`src/inc/pdc_pkg.sv`:
```
// Constants and carrier types of the parameter data set interpreter.
// Assumes users write pdc_pkg::name; nothing is imported.
package pdc_pkg;

    // ************************************************************
    // Data set and request codes
    // ************************************************************
    localparam logic [7:0] PDC_DS_INDEX = 8'h2F;
    localparam logic [7:0] PDC_REQ_READ = 8'h01;
    localparam logic [7:0] PDC_REQ_CHANGE = 8'h02;
    localparam logic [7:0] PDC_REQ_VENDOR = 8'h40;
    localparam logic [7:0] PDC_RSP_READ_NEG = 8'h81;
    localparam logic [7:0] PDC_RSP_CHANGE_NEG = 8'h82;
    localparam logic [7:0] PDC_RSP_VENDOR_NEG = 8'hC0;
    localparam logic [7:0] PDC_ATTR_VALUE = 8'h10;
    localparam logic [3:0] PDC_SVC_NONE = 4'h0;
    localparam logic [3:0] PDC_SVC_READ = 4'h1;
    localparam logic [3:0] PDC_SVC_WRITE = 4'h2;
    localparam logic [3:0] PDC_SVC_WRITE_VOL = 4'h3;

    // ************************************************************
    // Field limits, formats and error values
    // ************************************************************
    localparam logic [7:0] PDC_PCOUNT_MIN = 8'h01;
    localparam logic [7:0] PDC_PCOUNT_MAX = 8'h13;
    localparam logic [7:0] PDC_ELEM_MAX = 8'h75;
    localparam logic [7:0] PDC_FMT_DWORD = 8'h43;
    localparam logic [7:0] PDC_FMT_ERROR = 8'h44;
    localparam logic [7:0] PDC_VALUES_ONE = 8'h01;
    localparam logic [15:0] PDC_ERR_VENDOR_BASE = 16'h0080;
    localparam logic [15:0] PDC_ERR_BAD_REQUEST = 16'h0016;
    localparam logic [15:0] PDC_ERR_BAD_ATTR = 16'h0017;
    localparam logic [15:0] PDC_ERR_BAD_COUNT = 16'h0018;
    localparam logic [15:0] PDC_ERR_BAD_SERVICE = 16'h0100;
    localparam logic [7:0] PDC_ERR1_STATE_CONFLICT = 8'hB5;
    localparam logic [7:0] PDC_ERR1_BAD_INDEX = 8'hB0;
    localparam logic [7:0] PDC_ERR1_NONE = 8'h00;
    localparam int PDC_NUM_CONN = 3;

    // ************************************************************
    // Carrier types
    // ************************************************************
    typedef struct packed {
        logic [7:0] ref_num;
        logic [7:0] req_id;
        logic [7:0] axis;
        logic [7:0] param_count;
        logic [7:0] attribute;
        logic [7:0] elem_count;
        logic [15:0] param_num;
        logic [15:0] subindex;
        logic [31:0] value;
    } pdc_order_type;

    typedef struct packed {
        logic [7:0] ref_num;
        logic [7:0] resp_id;
        logic [7:0] axis;
        logic [7:0] param_count;
        logic [7:0] format;
        logic [7:0] num_values;
        logic [31:0] value;
    } pdc_resp_type;

    typedef struct packed {
        logic [7:0] axis;
        logic local_gw;
        logic profile;
        logic write;
        logic [3:0] service;
        logic [7:0] elem_count;
        logic [15:0] param_num;
        logic [15:0] subindex;
        logic [31:0] value;
    } pdc_exec_type;

    typedef struct packed {
        logic ok;
        logic profile;
        logic write;
        logic [3:0] service;
        logic [7:0] pos_id;
        logic [7:0] neg_id;
        logic [15:0] err;
    } pdc_check_type;

    typedef enum logic [1:0] {PDC_IDLE, PDC_EXEC, PDC_WRITE} pdc_fsm_type;
    typedef enum logic [1:0] {PDC_RD_OK, PDC_RD_BUSY, PDC_RD_BADIDX} pdc_rd_kind_type;

endpackage

```
`src/verilog/pdc_order_check.sv`:
```
// Field check and identifier decode of one stored parameter order.
// Assumes a stable order while the result is used.
`timescale 1ns/10ps
module pdc_order_check (
    input wire pdc_pkg::pdc_order_type i_order,
    output pdc_pkg::pdc_check_type o_check
);

    // ************************************************************
    // Decode and field limits
    // ************************************************************
    always_comb begin
        o_check = '0;
        o_check.ok = 1'b1;
        o_check.service = i_order.attribute[7:4];
        case (i_order.req_id)
            pdc_pkg::PDC_REQ_READ: begin
                o_check.profile = 1'b1;
                o_check.pos_id = pdc_pkg::PDC_REQ_READ;
                o_check.neg_id = pdc_pkg::PDC_RSP_READ_NEG;
            end
            pdc_pkg::PDC_REQ_CHANGE: begin
                o_check.profile = 1'b1;
                o_check.write = 1'b1;
                o_check.pos_id = pdc_pkg::PDC_REQ_CHANGE;
                o_check.neg_id = pdc_pkg::PDC_RSP_CHANGE_NEG;
            end
            pdc_pkg::PDC_REQ_VENDOR: begin
                o_check.pos_id = pdc_pkg::PDC_REQ_VENDOR;
                o_check.neg_id = pdc_pkg::PDC_RSP_VENDOR_NEG;
                o_check.write = (o_check.service == pdc_pkg::PDC_SVC_WRITE) ||
                    (o_check.service == pdc_pkg::PDC_SVC_WRITE_VOL);
            end
            default: begin
                // Unknown identifier answered as a failed profile read
                o_check.ok = 1'b0;
                o_check.profile = 1'b1;
                o_check.neg_id = pdc_pkg::PDC_RSP_READ_NEG;
                o_check.err = pdc_pkg::PDC_ERR_BAD_REQUEST;
            end
        endcase
        if (o_check.ok) begin
            if (i_order.param_count < pdc_pkg::PDC_PCOUNT_MIN ||
                i_order.param_count > pdc_pkg::PDC_PCOUNT_MAX ||
                i_order.elem_count > pdc_pkg::PDC_ELEM_MAX) begin
                o_check.ok = 1'b0;
                o_check.err = pdc_pkg::PDC_ERR_BAD_COUNT;
            end else if (o_check.profile && (i_order.attribute != pdc_pkg::PDC_ATTR_VALUE ||
                         i_order.param_count != pdc_pkg::PDC_PCOUNT_MIN)) begin
                o_check.ok = 1'b0;
                o_check.err = pdc_pkg::PDC_ERR_BAD_ATTR;
            end else if (!o_check.profile && o_check.service > pdc_pkg::PDC_SVC_WRITE_VOL) begin
                o_check.ok = 1'b0;
                o_check.err = pdc_pkg::PDC_ERR_BAD_SERVICE;
            end
        end
    end

endmodule

```
`src/verilog/pdc_resp_mem.sv`:
```
// Small response store, one word per master connection.
// Assumes one writer; read data come from a register a cycle later.
`timescale 1ns/10ps
module pdc_resp_mem #(
    parameter int WIDTH = 80,
    parameter int DEPTH = 3,
    parameter int AW = 2
) (
    input wire logic i_sys_clk,
    input wire logic i_reset_n,
    input wire logic i_we,
    input wire logic [AW-1:0] i_waddr,
    input wire logic [WIDTH-1:0] i_wdata,
    input wire logic [AW-1:0] i_raddr,
    output logic [WIDTH-1:0] o_rdata
);

    typedef struct packed {
        logic [DEPTH-1:0][WIDTH-1:0] mem;
        logic [WIDTH-1:0] rdata;
    } pdc_mem_state_type;

    pdc_mem_state_type s_q;
    pdc_mem_state_type s_d;

    // ************************************************************
    // Storage
    // ************************************************************
    // Out-of-range addresses read zero rather than unknown
    always_comb begin
        s_d = s_q;
        if (i_we && {1'b0, i_waddr} < (AW+1)'(DEPTH)) begin
            s_d.mem[i_waddr] = i_wdata;
        end
        s_d.rdata = ({1'b0, i_raddr} < (AW+1)'(DEPTH)) ? s_q.mem[i_raddr] : '0;
    end

    // Register the copy
    always_ff @(posedge i_sys_clk or negedge i_reset_n) begin
        if (!i_reset_n) begin
            s_q <= '0;
        end else begin
            s_q <= s_d;
        end
    end

    assign o_rdata = s_q.rdata;

endmodule

```
`src/verilog/pdc_param_channel.sv`:
```
// Parameter data set interpreter: stores orders, runs them in turn,
// answers data set reads.
// Assumes all ports on i_sys_clk; none is synchronised.
// Connection 0 is class 1, the others class 2.
//
// What this block does
// - Orders and responses only through data set 47
// - Decode request identifier read, change, vendor
// - Positive response echoes the request identifier
// - Negative identifiers 0x81, 0x82, 0xC0
// - Axis byte selects target unit, 0 to 255
// - Axis zero targets the gateway itself
// - Nonzero axis forwards to that bus address
// - Parameter count limited to 1 through 19
// - Attribute decode for vendor and profile
// - Element count 0 non-indexed, up to 117
// - Parameter number selects the accessed parameter
// - Profile: single double word, formats 0x43/0x44
// - Error value: profile codes or 0x0080 plus code
// - Order arrives by write, processed afterwards
// - After processing, read returns latest order's response
// - Early read answers negatively with code 0xB5
// - Same mechanism for class 1 and class 2
// - Response reference copies request reference
// - Attribute upper nibble is the vendor service
// - Two class 2 connections beside class 1
`timescale 1ns/10ps
module pdc_param_channel #(
    parameter int NUM_CONN = pdc_pkg::PDC_NUM_CONN,
    parameter int CW = 2
) (
    input wire logic i_sys_clk,
    input wire logic i_reset_n,
    input wire logic i_wr_req,
    input wire logic [CW-1:0] i_wr_conn,
    input wire logic [7:0] i_wr_index,
    input wire pdc_pkg::pdc_order_type i_wr_order,
    output logic o_wr_ack,
    output logic o_wr_accepted,
    input wire logic i_rd_req,
    input wire logic [CW-1:0] i_rd_conn,
    input wire logic [7:0] i_rd_index,
    output logic o_rd_ack,
    output logic o_rd_ok,
    output logic [7:0] o_rd_err_code1,
    output pdc_pkg::pdc_resp_type o_rd_resp,
    output logic o_exec_req,
    output pdc_pkg::pdc_exec_type o_exec_cmd,
    input wire logic i_exec_done,
    input wire logic i_exec_ok,
    input wire logic [31:0] i_exec_value,
    input wire logic [15:0] i_exec_err,
    output logic o_busy
);

    // ************************************************************
    // State
    // ************************************************************
    typedef struct packed {
        logic wr_ack;
        logic wr_accepted;
        logic rd_stage;
        pdc_pkg::pdc_rd_kind_type rd_kind;
        logic rd_ack;
        logic rd_ok;
        logic [7:0] rd_code1;
        pdc_pkg::pdc_resp_type rd_resp;
        logic [NUM_CONN-1:0] has_order;
        logic [NUM_CONN-1:0] pending;
        pdc_pkg::pdc_order_type [NUM_CONN-1:0] orders;
        pdc_pkg::pdc_fsm_type fsm;
        logic [CW-1:0] cur_conn;
        logic redo;
        logic exec_req;
        pdc_pkg::pdc_exec_type exec_cmd;
        logic mem_we;
        logic [CW-1:0] mem_waddr;
        pdc_pkg::pdc_resp_type mem_wdata;
        logic busy;
    } pdc_state_type;

    pdc_state_type s_q;
    pdc_state_type s_d;

    logic wr_take;
    logic rd_conn_ok;
    logic [NUM_CONN-1:0] wr_hit;
    logic pick_valid;
    logic [CW-1:0] pick_idx;
    logic [CW-1:0] sel_idx;
    pdc_pkg::pdc_order_type sel_order;
    pdc_pkg::pdc_check_type sel_chk;
    pdc_pkg::pdc_resp_type mem_rdata;

    // ************************************************************
    // Request acceptance
    // ************************************************************
    // Other data sets and connections are not stored
    assign wr_take = i_wr_req && (i_wr_index == pdc_pkg::PDC_DS_INDEX) &&
        ({1'b0, i_wr_conn} < (CW+1)'(NUM_CONN));
    assign rd_conn_ok = ({1'b0, i_rd_conn} < (CW+1)'(NUM_CONN));

    // One write decode per connection, class 1 and class 2 alike
    genvar gc;
    generate
        for (gc = 0; gc < NUM_CONN; gc++) begin : g_conn
            assign wr_hit[gc] = wr_take && (i_wr_conn == CW'(gc));
        end
    endgenerate

    // ************************************************************
    // Scheduler pick
    // ************************************************************
    // Lowest pending connection first; one rewritten this cycle
    // waits a cycle so that its newest order is executed
    always_comb begin
        pick_valid = 1'b0;
        pick_idx = '0;
        for (int c = NUM_CONN - 1; c >= 0; c--) begin
            if (s_q.pending[c] && !wr_hit[c]) begin
                pick_valid = 1'b1;
                pick_idx = CW'(c);
            end
        end
    end

    assign sel_idx = (s_q.fsm == pdc_pkg::PDC_IDLE) ? pick_idx : s_q.cur_conn;
    assign sel_order = s_q.orders[sel_idx];

    pdc_order_check u_check (
        .i_order(sel_order),
        .o_check(sel_chk)
    );

    // ************************************************************
    // Response store
    // ************************************************************
    pdc_resp_mem #(
        .WIDTH($bits(pdc_pkg::pdc_resp_type)),
        .DEPTH(NUM_CONN),
        .AW(CW)
    ) u_mem (
        .i_sys_clk(i_sys_clk),
        .i_reset_n(i_reset_n),
        .i_we(s_q.mem_we),
        .i_waddr(s_q.mem_waddr),
        .i_wdata(s_q.mem_wdata),
        .i_raddr(i_rd_conn),
        .o_rdata(mem_rdata)
    );

    // Response word for one finished or refused order
    function automatic pdc_pkg::pdc_resp_type build_resp(
        input pdc_pkg::pdc_order_type ord,
        input pdc_pkg::pdc_check_type chk,
        input logic ok,
        input logic [31:0] value,
        input logic [15:0] err
    );
        pdc_pkg::pdc_resp_type r;
        r = '0;
        r.ref_num = ord.ref_num;
        r.axis = ord.axis;
        r.param_count = ord.param_count;
        if (ok) begin
            r.resp_id = chk.pos_id;
            r.format = pdc_pkg::PDC_FMT_DWORD;
            r.num_values = chk.write ? '0 : pdc_pkg::PDC_VALUES_ONE;
            r.value = chk.write ? '0 : value;
        end else begin
            r.resp_id = chk.neg_id;
            r.format = pdc_pkg::PDC_FMT_ERROR;
            r.num_values = pdc_pkg::PDC_VALUES_ONE;
            r.value = {16'h0000, err};
        end
        return r;
    endfunction

    // ************************************************************
    // Next state
    // ************************************************************
    always_comb begin
        s_d = s_q;
        s_d.wr_ack = i_wr_req;
        s_d.wr_accepted = wr_take;
        s_d.mem_we = 1'b0;

        // Read stage 0: classify on state before this edge's write
        s_d.rd_stage = i_rd_req;
        if (i_rd_index != pdc_pkg::PDC_DS_INDEX || !rd_conn_ok) begin
            s_d.rd_kind = pdc_pkg::PDC_RD_BADIDX;
        end else if (s_q.pending[i_rd_conn] || !s_q.has_order[i_rd_conn]) begin
            s_d.rd_kind = pdc_pkg::PDC_RD_BUSY;
        end else begin
            s_d.rd_kind = pdc_pkg::PDC_RD_OK;
        end

        // Read stage 1: stored response is ready in the memory register
        s_d.rd_ack = s_q.rd_stage;
        s_d.rd_ok = s_q.rd_stage && (s_q.rd_kind == pdc_pkg::PDC_RD_OK);
        s_d.rd_resp = s_d.rd_ok ? mem_rdata : '0;
        if (!s_q.rd_stage || s_q.rd_kind == pdc_pkg::PDC_RD_OK) begin
            s_d.rd_code1 = pdc_pkg::PDC_ERR1_NONE;
        end else if (s_q.rd_kind == pdc_pkg::PDC_RD_BUSY) begin
            s_d.rd_code1 = pdc_pkg::PDC_ERR1_STATE_CONFLICT;
        end else begin
            s_d.rd_code1 = pdc_pkg::PDC_ERR1_BAD_INDEX;
        end

        // Memory takes the response at this edge: order done
        if (s_q.mem_we) begin
            s_d.pending[s_q.mem_waddr] = 1'b0;
        end

        // New orders; placed after the clear so a new order is never lost
        for (int c = 0; c < NUM_CONN; c++) begin
            if (wr_hit[c]) begin
                s_d.orders[c] = i_wr_order;
                s_d.pending[c] = 1'b1;
                s_d.has_order[c] = 1'b1;
            end
        end

        case (s_q.fsm)
            pdc_pkg::PDC_IDLE: begin
                if (pick_valid) begin
                    s_d.cur_conn = pick_idx;
                    s_d.redo = 1'b0;
                    if (sel_chk.ok) begin
                        s_d.exec_req = 1'b1;
                        s_d.exec_cmd.axis = sel_order.axis;
                        s_d.exec_cmd.local_gw = (sel_order.axis == 8'h00);
                        s_d.exec_cmd.profile = sel_chk.profile;
                        s_d.exec_cmd.write = sel_chk.write;
                        s_d.exec_cmd.service = sel_chk.service;
                        s_d.exec_cmd.elem_count = sel_order.elem_count;
                        s_d.exec_cmd.param_num = sel_order.param_num;
                        s_d.exec_cmd.subindex = sel_order.subindex;
                        s_d.exec_cmd.value = sel_order.value;
                        s_d.fsm = pdc_pkg::PDC_EXEC;
                    end else begin
                        // Refused orders never reach the executor
                        s_d.mem_we = 1'b1;
                        s_d.mem_waddr = pick_idx;
                        s_d.mem_wdata = build_resp(sel_order, sel_chk, 1'b0, '0, sel_chk.err);
                        s_d.fsm = pdc_pkg::PDC_WRITE;
                    end
                end
            end
            pdc_pkg::PDC_EXEC: begin
                if (wr_hit[s_q.cur_conn]) begin
                    s_d.redo = 1'b1;
                end
                if (i_exec_done) begin
                    s_d.exec_req = 1'b0;
                    if (s_q.redo || wr_hit[s_q.cur_conn]) begin
                        // Result of a superseded order is dropped
                        s_d.fsm = pdc_pkg::PDC_IDLE;
                    end else begin
                        s_d.mem_we = 1'b1;
                        s_d.mem_waddr = s_q.cur_conn;
                        s_d.mem_wdata = build_resp(sel_order, sel_chk, i_exec_ok, i_exec_value,
                            sel_chk.profile ? pdc_pkg::PDC_ERR_VENDOR_BASE + {8'h00, i_exec_err[7:0]}
                                            : i_exec_err);
                        s_d.fsm = pdc_pkg::PDC_WRITE;
                    end
                end
            end
            pdc_pkg::PDC_WRITE: begin
                s_d.fsm = pdc_pkg::PDC_IDLE;
            end
            default: begin
                s_d.fsm = pdc_pkg::PDC_IDLE;
                s_d.exec_req = 1'b0;
            end
        endcase
        s_d.busy = (s_d.fsm != pdc_pkg::PDC_IDLE) || (s_d.pending != '0);
    end

    // ************************************************************
    // Register the copy
    // ************************************************************
    always_ff @(posedge i_sys_clk or negedge i_reset_n) begin
        if (!i_reset_n) begin
            s_q <= '0;
        end else begin
            s_q <= s_d;
        end
    end

    // ************************************************************
    // Outputs, all from flip-flops
    // ************************************************************
    assign o_wr_ack = s_q.wr_ack;
    assign o_wr_accepted = s_q.wr_accepted;
    assign o_rd_ack = s_q.rd_ack;
    assign o_rd_ok = s_q.rd_ok;
    assign o_rd_err_code1 = s_q.rd_code1;
    assign o_rd_resp = s_q.rd_resp;
    assign o_exec_req = s_q.exec_req;
    assign o_exec_cmd = s_q.exec_cmd;
    assign o_busy = s_q.busy;

endmodule

```
`config.mk`:
```
export PLATFORM = sky130hd
export DESIGN_NAME = pdc_param_channel
export DESIGN_NICKNAME = d
export VERILOG_FILES = /design/src/inc/pdc_pkg.sv /design/src/verilog/pdc_order_check.sv /design/src/verilog/pdc_resp_mem.sv /design/src/verilog/pdc_param_channel.sv
export SDC_FILE = /design/constraint.sdc
export NUM_CORES = 1
export LEC_CHECK = 0
export BUFFER_PORTS_ARGS = -buffer_cell sky130_fd_sc_hd__buf_4
export CAP_MARGIN = 10
export CORE_ASPECT_RATIO = 0.9
export CORE_UTILIZATION = 55
export CTS_CLUSTER_SIZE = 10
export DETAILED_ROUTE_END_ITERATION = 7
export GPL_TIMING_DRIVEN = 1
export PLACE_DENSITY = 0.75
export SLEW_MARGIN = 20
export SYNTH_ARGS = -nofsm -noshare
export SYNTH_HDL_FRONTEND = slang
export SYNTH_SLANG_ARGS = --single-unit
```
`constraint.sdc`:
```
create_clock -name i_sys_clk -period 6.9 [get_ports i_sys_clk]
set_clock_uncertainty 0.15 [all_clocks]
set_input_delay 1.38 -clock i_sys_clk [delete_from_list [all_inputs] [get_ports i_sys_clk]]
set_output_delay 1.38 -clock i_sys_clk [all_outputs]
set_load 0.02 [all_outputs]
```
==> impl_metrics.env <==
export IMPL_status="complete, no violations"
export IMPL_grt_pass1_wl_um=132000
export IMPL_path_class="in -> reg"
export IMPL_cts_buffers_inserted=93
export IMPL_ys_seq_area_share_pct=59.1
export IMPL_maxSlewViolCount=0
export IMPL_gr_usage_met3_pct=5.94
export IMPL_netlist_instances=3280
export IMPL_r2r_start="s_q[176]"
export IMPL_setup_tns_final_ns=0
export IMPL_drive_gt1_share_pct=25.1
export IMPL_nets=3605
export IMPL_rows=87
export IMPL_wirelength_um=83400
export IMPL_hold_path_depth=0
export IMPL_leakagePower_nw=20.3
export IMPL_dr_pass1_iters=5
export IMPL_finalCriticalPeriod_ns=5.92
export IMPL_worstPathArrival_ns=6.29
export IMPL_grt_use_total_pct=26.1
export IMPL_dp_hpwl_um=51800
export IMPL_grt_busiest_layer="met2"
export IMPL_drt_iter0_drc=1782
export IMPL_ff2ff_path_depth=11
export IMPL_cp_data_required_time_ns=7.28
export IMPL_setup_viol=0
export IMPL_dpl_cell_area_um2=37300
export IMPL_synth_edf_count=0
export IMPL_tightest_slew_ns=1.13
export IMPL_post_cts_buffers=0
export IMPL_synthesis_area_um2=35100
export IMPL_htree_levels=3
export IMPL_synth_distinct_cells=73
export IMPL_ys_warn_count=0
export IMPL_syn_area_per_cell_um2=10.7
export IMPL_die_h_um=242
export IMPL_die_w_um=268
export IMPL_post_place_ws_ns=0.512
export IMPL_detail_route_antenna_nets=0
export IMPL_vias_per_cell=5.49
export IMPL_grt_use_met2_pct=40.9
export IMPL_synth_top_area_cell="dfrtp_1"
export IMPL_overflow=0
export IMPL_hp_start="s_d[608]"
export IMPL_grtUsageMet1_pct=36.5
export IMPL_timing_final_ws_setup_ns=0.983
export IMPL_critPathMaxFanout=39
export IMPL_cts_root_buf="clkbuf_16"
export IMPL_r2r_slack_ns=2.05
export IMPL_p_total_mw=11.3
export IMPL_postCtsHoldBufs=0
export IMPL_max_cap_viol_count=0
export IMPL_synth_async_reset_ratio_pct=100
export IMPL_max_slew_margin_rel_pct=24.7
export IMPL_grt_max_degree=141
export IMPL_ioPinCount=367
export IMPL_finalHoldViolCount=0
export IMPL_cp_end_kind="register"
export IMPL_cts_sinks=828
export IMPL_clkTransAtPathRegs_ns=0.05
export IMPL_yosys_top_cells_area="dfrtp_1 59%, nand2_1 11%, mux2_2 9.6%"
export IMPL_portBuffers=363
export IMPL_netlist_area_leader_share_pct=59.1
export IMPL_grt_pass1_vias=23300
export IMPL_core_um2=62800
export IMPL_area_delta_synth_final_pct=13.4
export IMPL_start_util_pct=55.8
export IMPL_routabilityCongestion=0.876
export IMPL_die_area_um2=64800
export IMPL_rsz0062_at_grt="no"
export IMPL_drc_errors=0
export IMPL_r2r_end="o_exec_cmd[81]"
export IMPL_clock_latency_ns=0.65
export IMPL_cts_tree="built"
export IMPL_powerDensity_nw_per_um2=285
export IMPL_nFillCells=5020
export IMPL_cts_path_max_buffers=3
export IMPL_antenna_found_initial=11
export IMPL_ys_ff_latch=828
export IMPL_fin_crit_sh_pct=85.8
export IMPL_synthFlopType="dfrtp_1"
export IMPL_final_area_um2=39800
export IMPL_ir_drop_mv=0.213
export IMPL_post_cts_resized=0
export IMPL_wl_per_cell_um=19.5
export IMPL_cp_start_kind="primary input"
export IMPL_max_freq_mhz=169
export IMPL_dr_total_vias=23500
export IMPL_whs_endpoint="o_rd_ack"
export IMPL_hold_path_class="reg -> reg"
## final cells by class
| type | instances | area, um^2 | share of cell area [%] |
|---|---|---|---|
| Clock buffer | 100 | 2370 | 5.97 |
| Inverter | 18 | 70.1 | 0.176 |
| Timing Repair Buffer | 408 | 3180 | 8.00 |
| Multi-Input combinational cell | 2070 | 12200 | 30.8 |
| Tap cell | 845 | 1060 | 2.66 |
| Antenna cell | 7 | 17.5 | 0.0440 |
| Clock inverter | 8 | 110 | 0.277 |
| Sequential cell | 828 | 20700 | 52.1 |
## layer usage
metal	up-vias	wire length [um]	part of all wire [%]
met3	131	5490	6.6
met2	664	39400	47
met4	10	2100	2.5
met5	-	58	0.070
li1	10900	-	-
met1	11800	36400	44
## registers in the layout, indices dropped and copies added (netlist names)
register and cells:
o_busy 1, o_exec_cmd 87, o_exec_req 1, o_rd_ack 1, o_rd_err_code1 2, o_rd_ok 1, o_rd_resp 64, o_wr_accepted 1
o_wr_ack 1, s_d 1, s_q 415, u_mem.o_rdata 64, u_mem.s_q 189
## critical path, cell delays in order
cell,delay (ns)
buf_4,0.11
or4b_4,0.67
o31ai_4,0.46
nand2_2,0.25
o21ai_4,0.67
buf_4,0.33
a21oi_1,0.08
a2111oi_0,0.71
a32oi_1,0.27
a31oi_1,0.26
nand4_1,0.42
buf_12,0.35
mux2_2,0.29
## cells in the mapped netlist, types with 8 or more instances
master	n
nand2_1	1034
dfrtp_1	828
mux2_2	299
o21ai_0	188
buf_4	177
a21oi_1	163
clkbuf_1	150
mux2i_1	88
and2_1	68
mux2_4	23
nor2_1	22
buf_2	21
a22o_1	18
inv_1	17
buf_1	14
o22ai_1	14
nor3_1	11
a22oi_1	10
and3_1	8
## report_power, final
part / internal, mW / switching, mW
combinational: 0.599 / 1.21
sequential: 5.10 / 0.165
clock: 2.41 / 1.84
## kinds of logic (layout without fill, tap and decap cells)
family | after synthesis | in the layout | share of synthesized area, %
mux | 411 | 411 | 13.1
flops | 828 | 828 | 59.1
xor+xnor | 3 | 3 | 0.0749
buf+inv | 385 | 534 | 6.21
other cells | 1 | 11 | 0.0107
simple gates | 1200 | 1200 | 14.0
compound gates | 452 | 452 | 7.49
## worst max-delay path by stage
| stage | slack, ns | from | to | cells after the start |
|---|---|---|---|---|
| 3_5_place_dp | 0.51 | i_wr_index[4] | o_exec_cmd[77] | 13 |
| 6_report | 0.98 | i_wr_index[4] | o_exec_cmd[81] | 13 |
| 3_3_place_gp | 0.62 | i_wr_index[4] | o_exec_cmd[77] | 13 |
| 4_1_cts | 1.07 | i_wr_index[4] | o_exec_cmd[77] | 13 |
| 5_1_grt | 0.77 | i_wr_index[4] | o_exec_cmd[77] | 13 |
| 2_1_floorplan | 1.92 | i_wr_index[4] | s_q[2] | 15 |
## metrics by stage
| stage | cells | hold WS [ns] | util, % |
|---|---|---|---|
| detailed placement | 4169 | 0.271 | 59.3 |
| CTS | 4277 | 0.274 | 63.3 |
| global placement | 4169 | 0.249 | 59.3 |
| floorplan | 3283 | 0.230 | - |
| finish | 4284 | 0.267 | 63.3 |
| global route | 4280 | 0.286 | 63.3 |
## layout by cell type (no fill, tap or decap), types with 8 or more instances in the layout
| master | n |
|---|---|
| nand2_1 | 1033 |
| dfrtp_1 | 828 |
| buf_4 | 398 |
| mux2_2 | 299 |
| o21ai_0 | 188 |
| a21oi_1 | 163 |
| clkbuf_16 | 93 |
| mux2i_1 | 88 |
| and2_1 | 68 |
| mux2_4 | 23 |
| nor2_1 | 22 |
| a22o_1 | 18 |
| inv_1 | 17 |
| o22ai_1 | 14 |
| a22oi_1 | 10 |
| nor3_1 | 9 |
| buf_12 | 9 |
| and3_1 | 8 |
No activity file was read; power rests on OpenSTA's default activity.
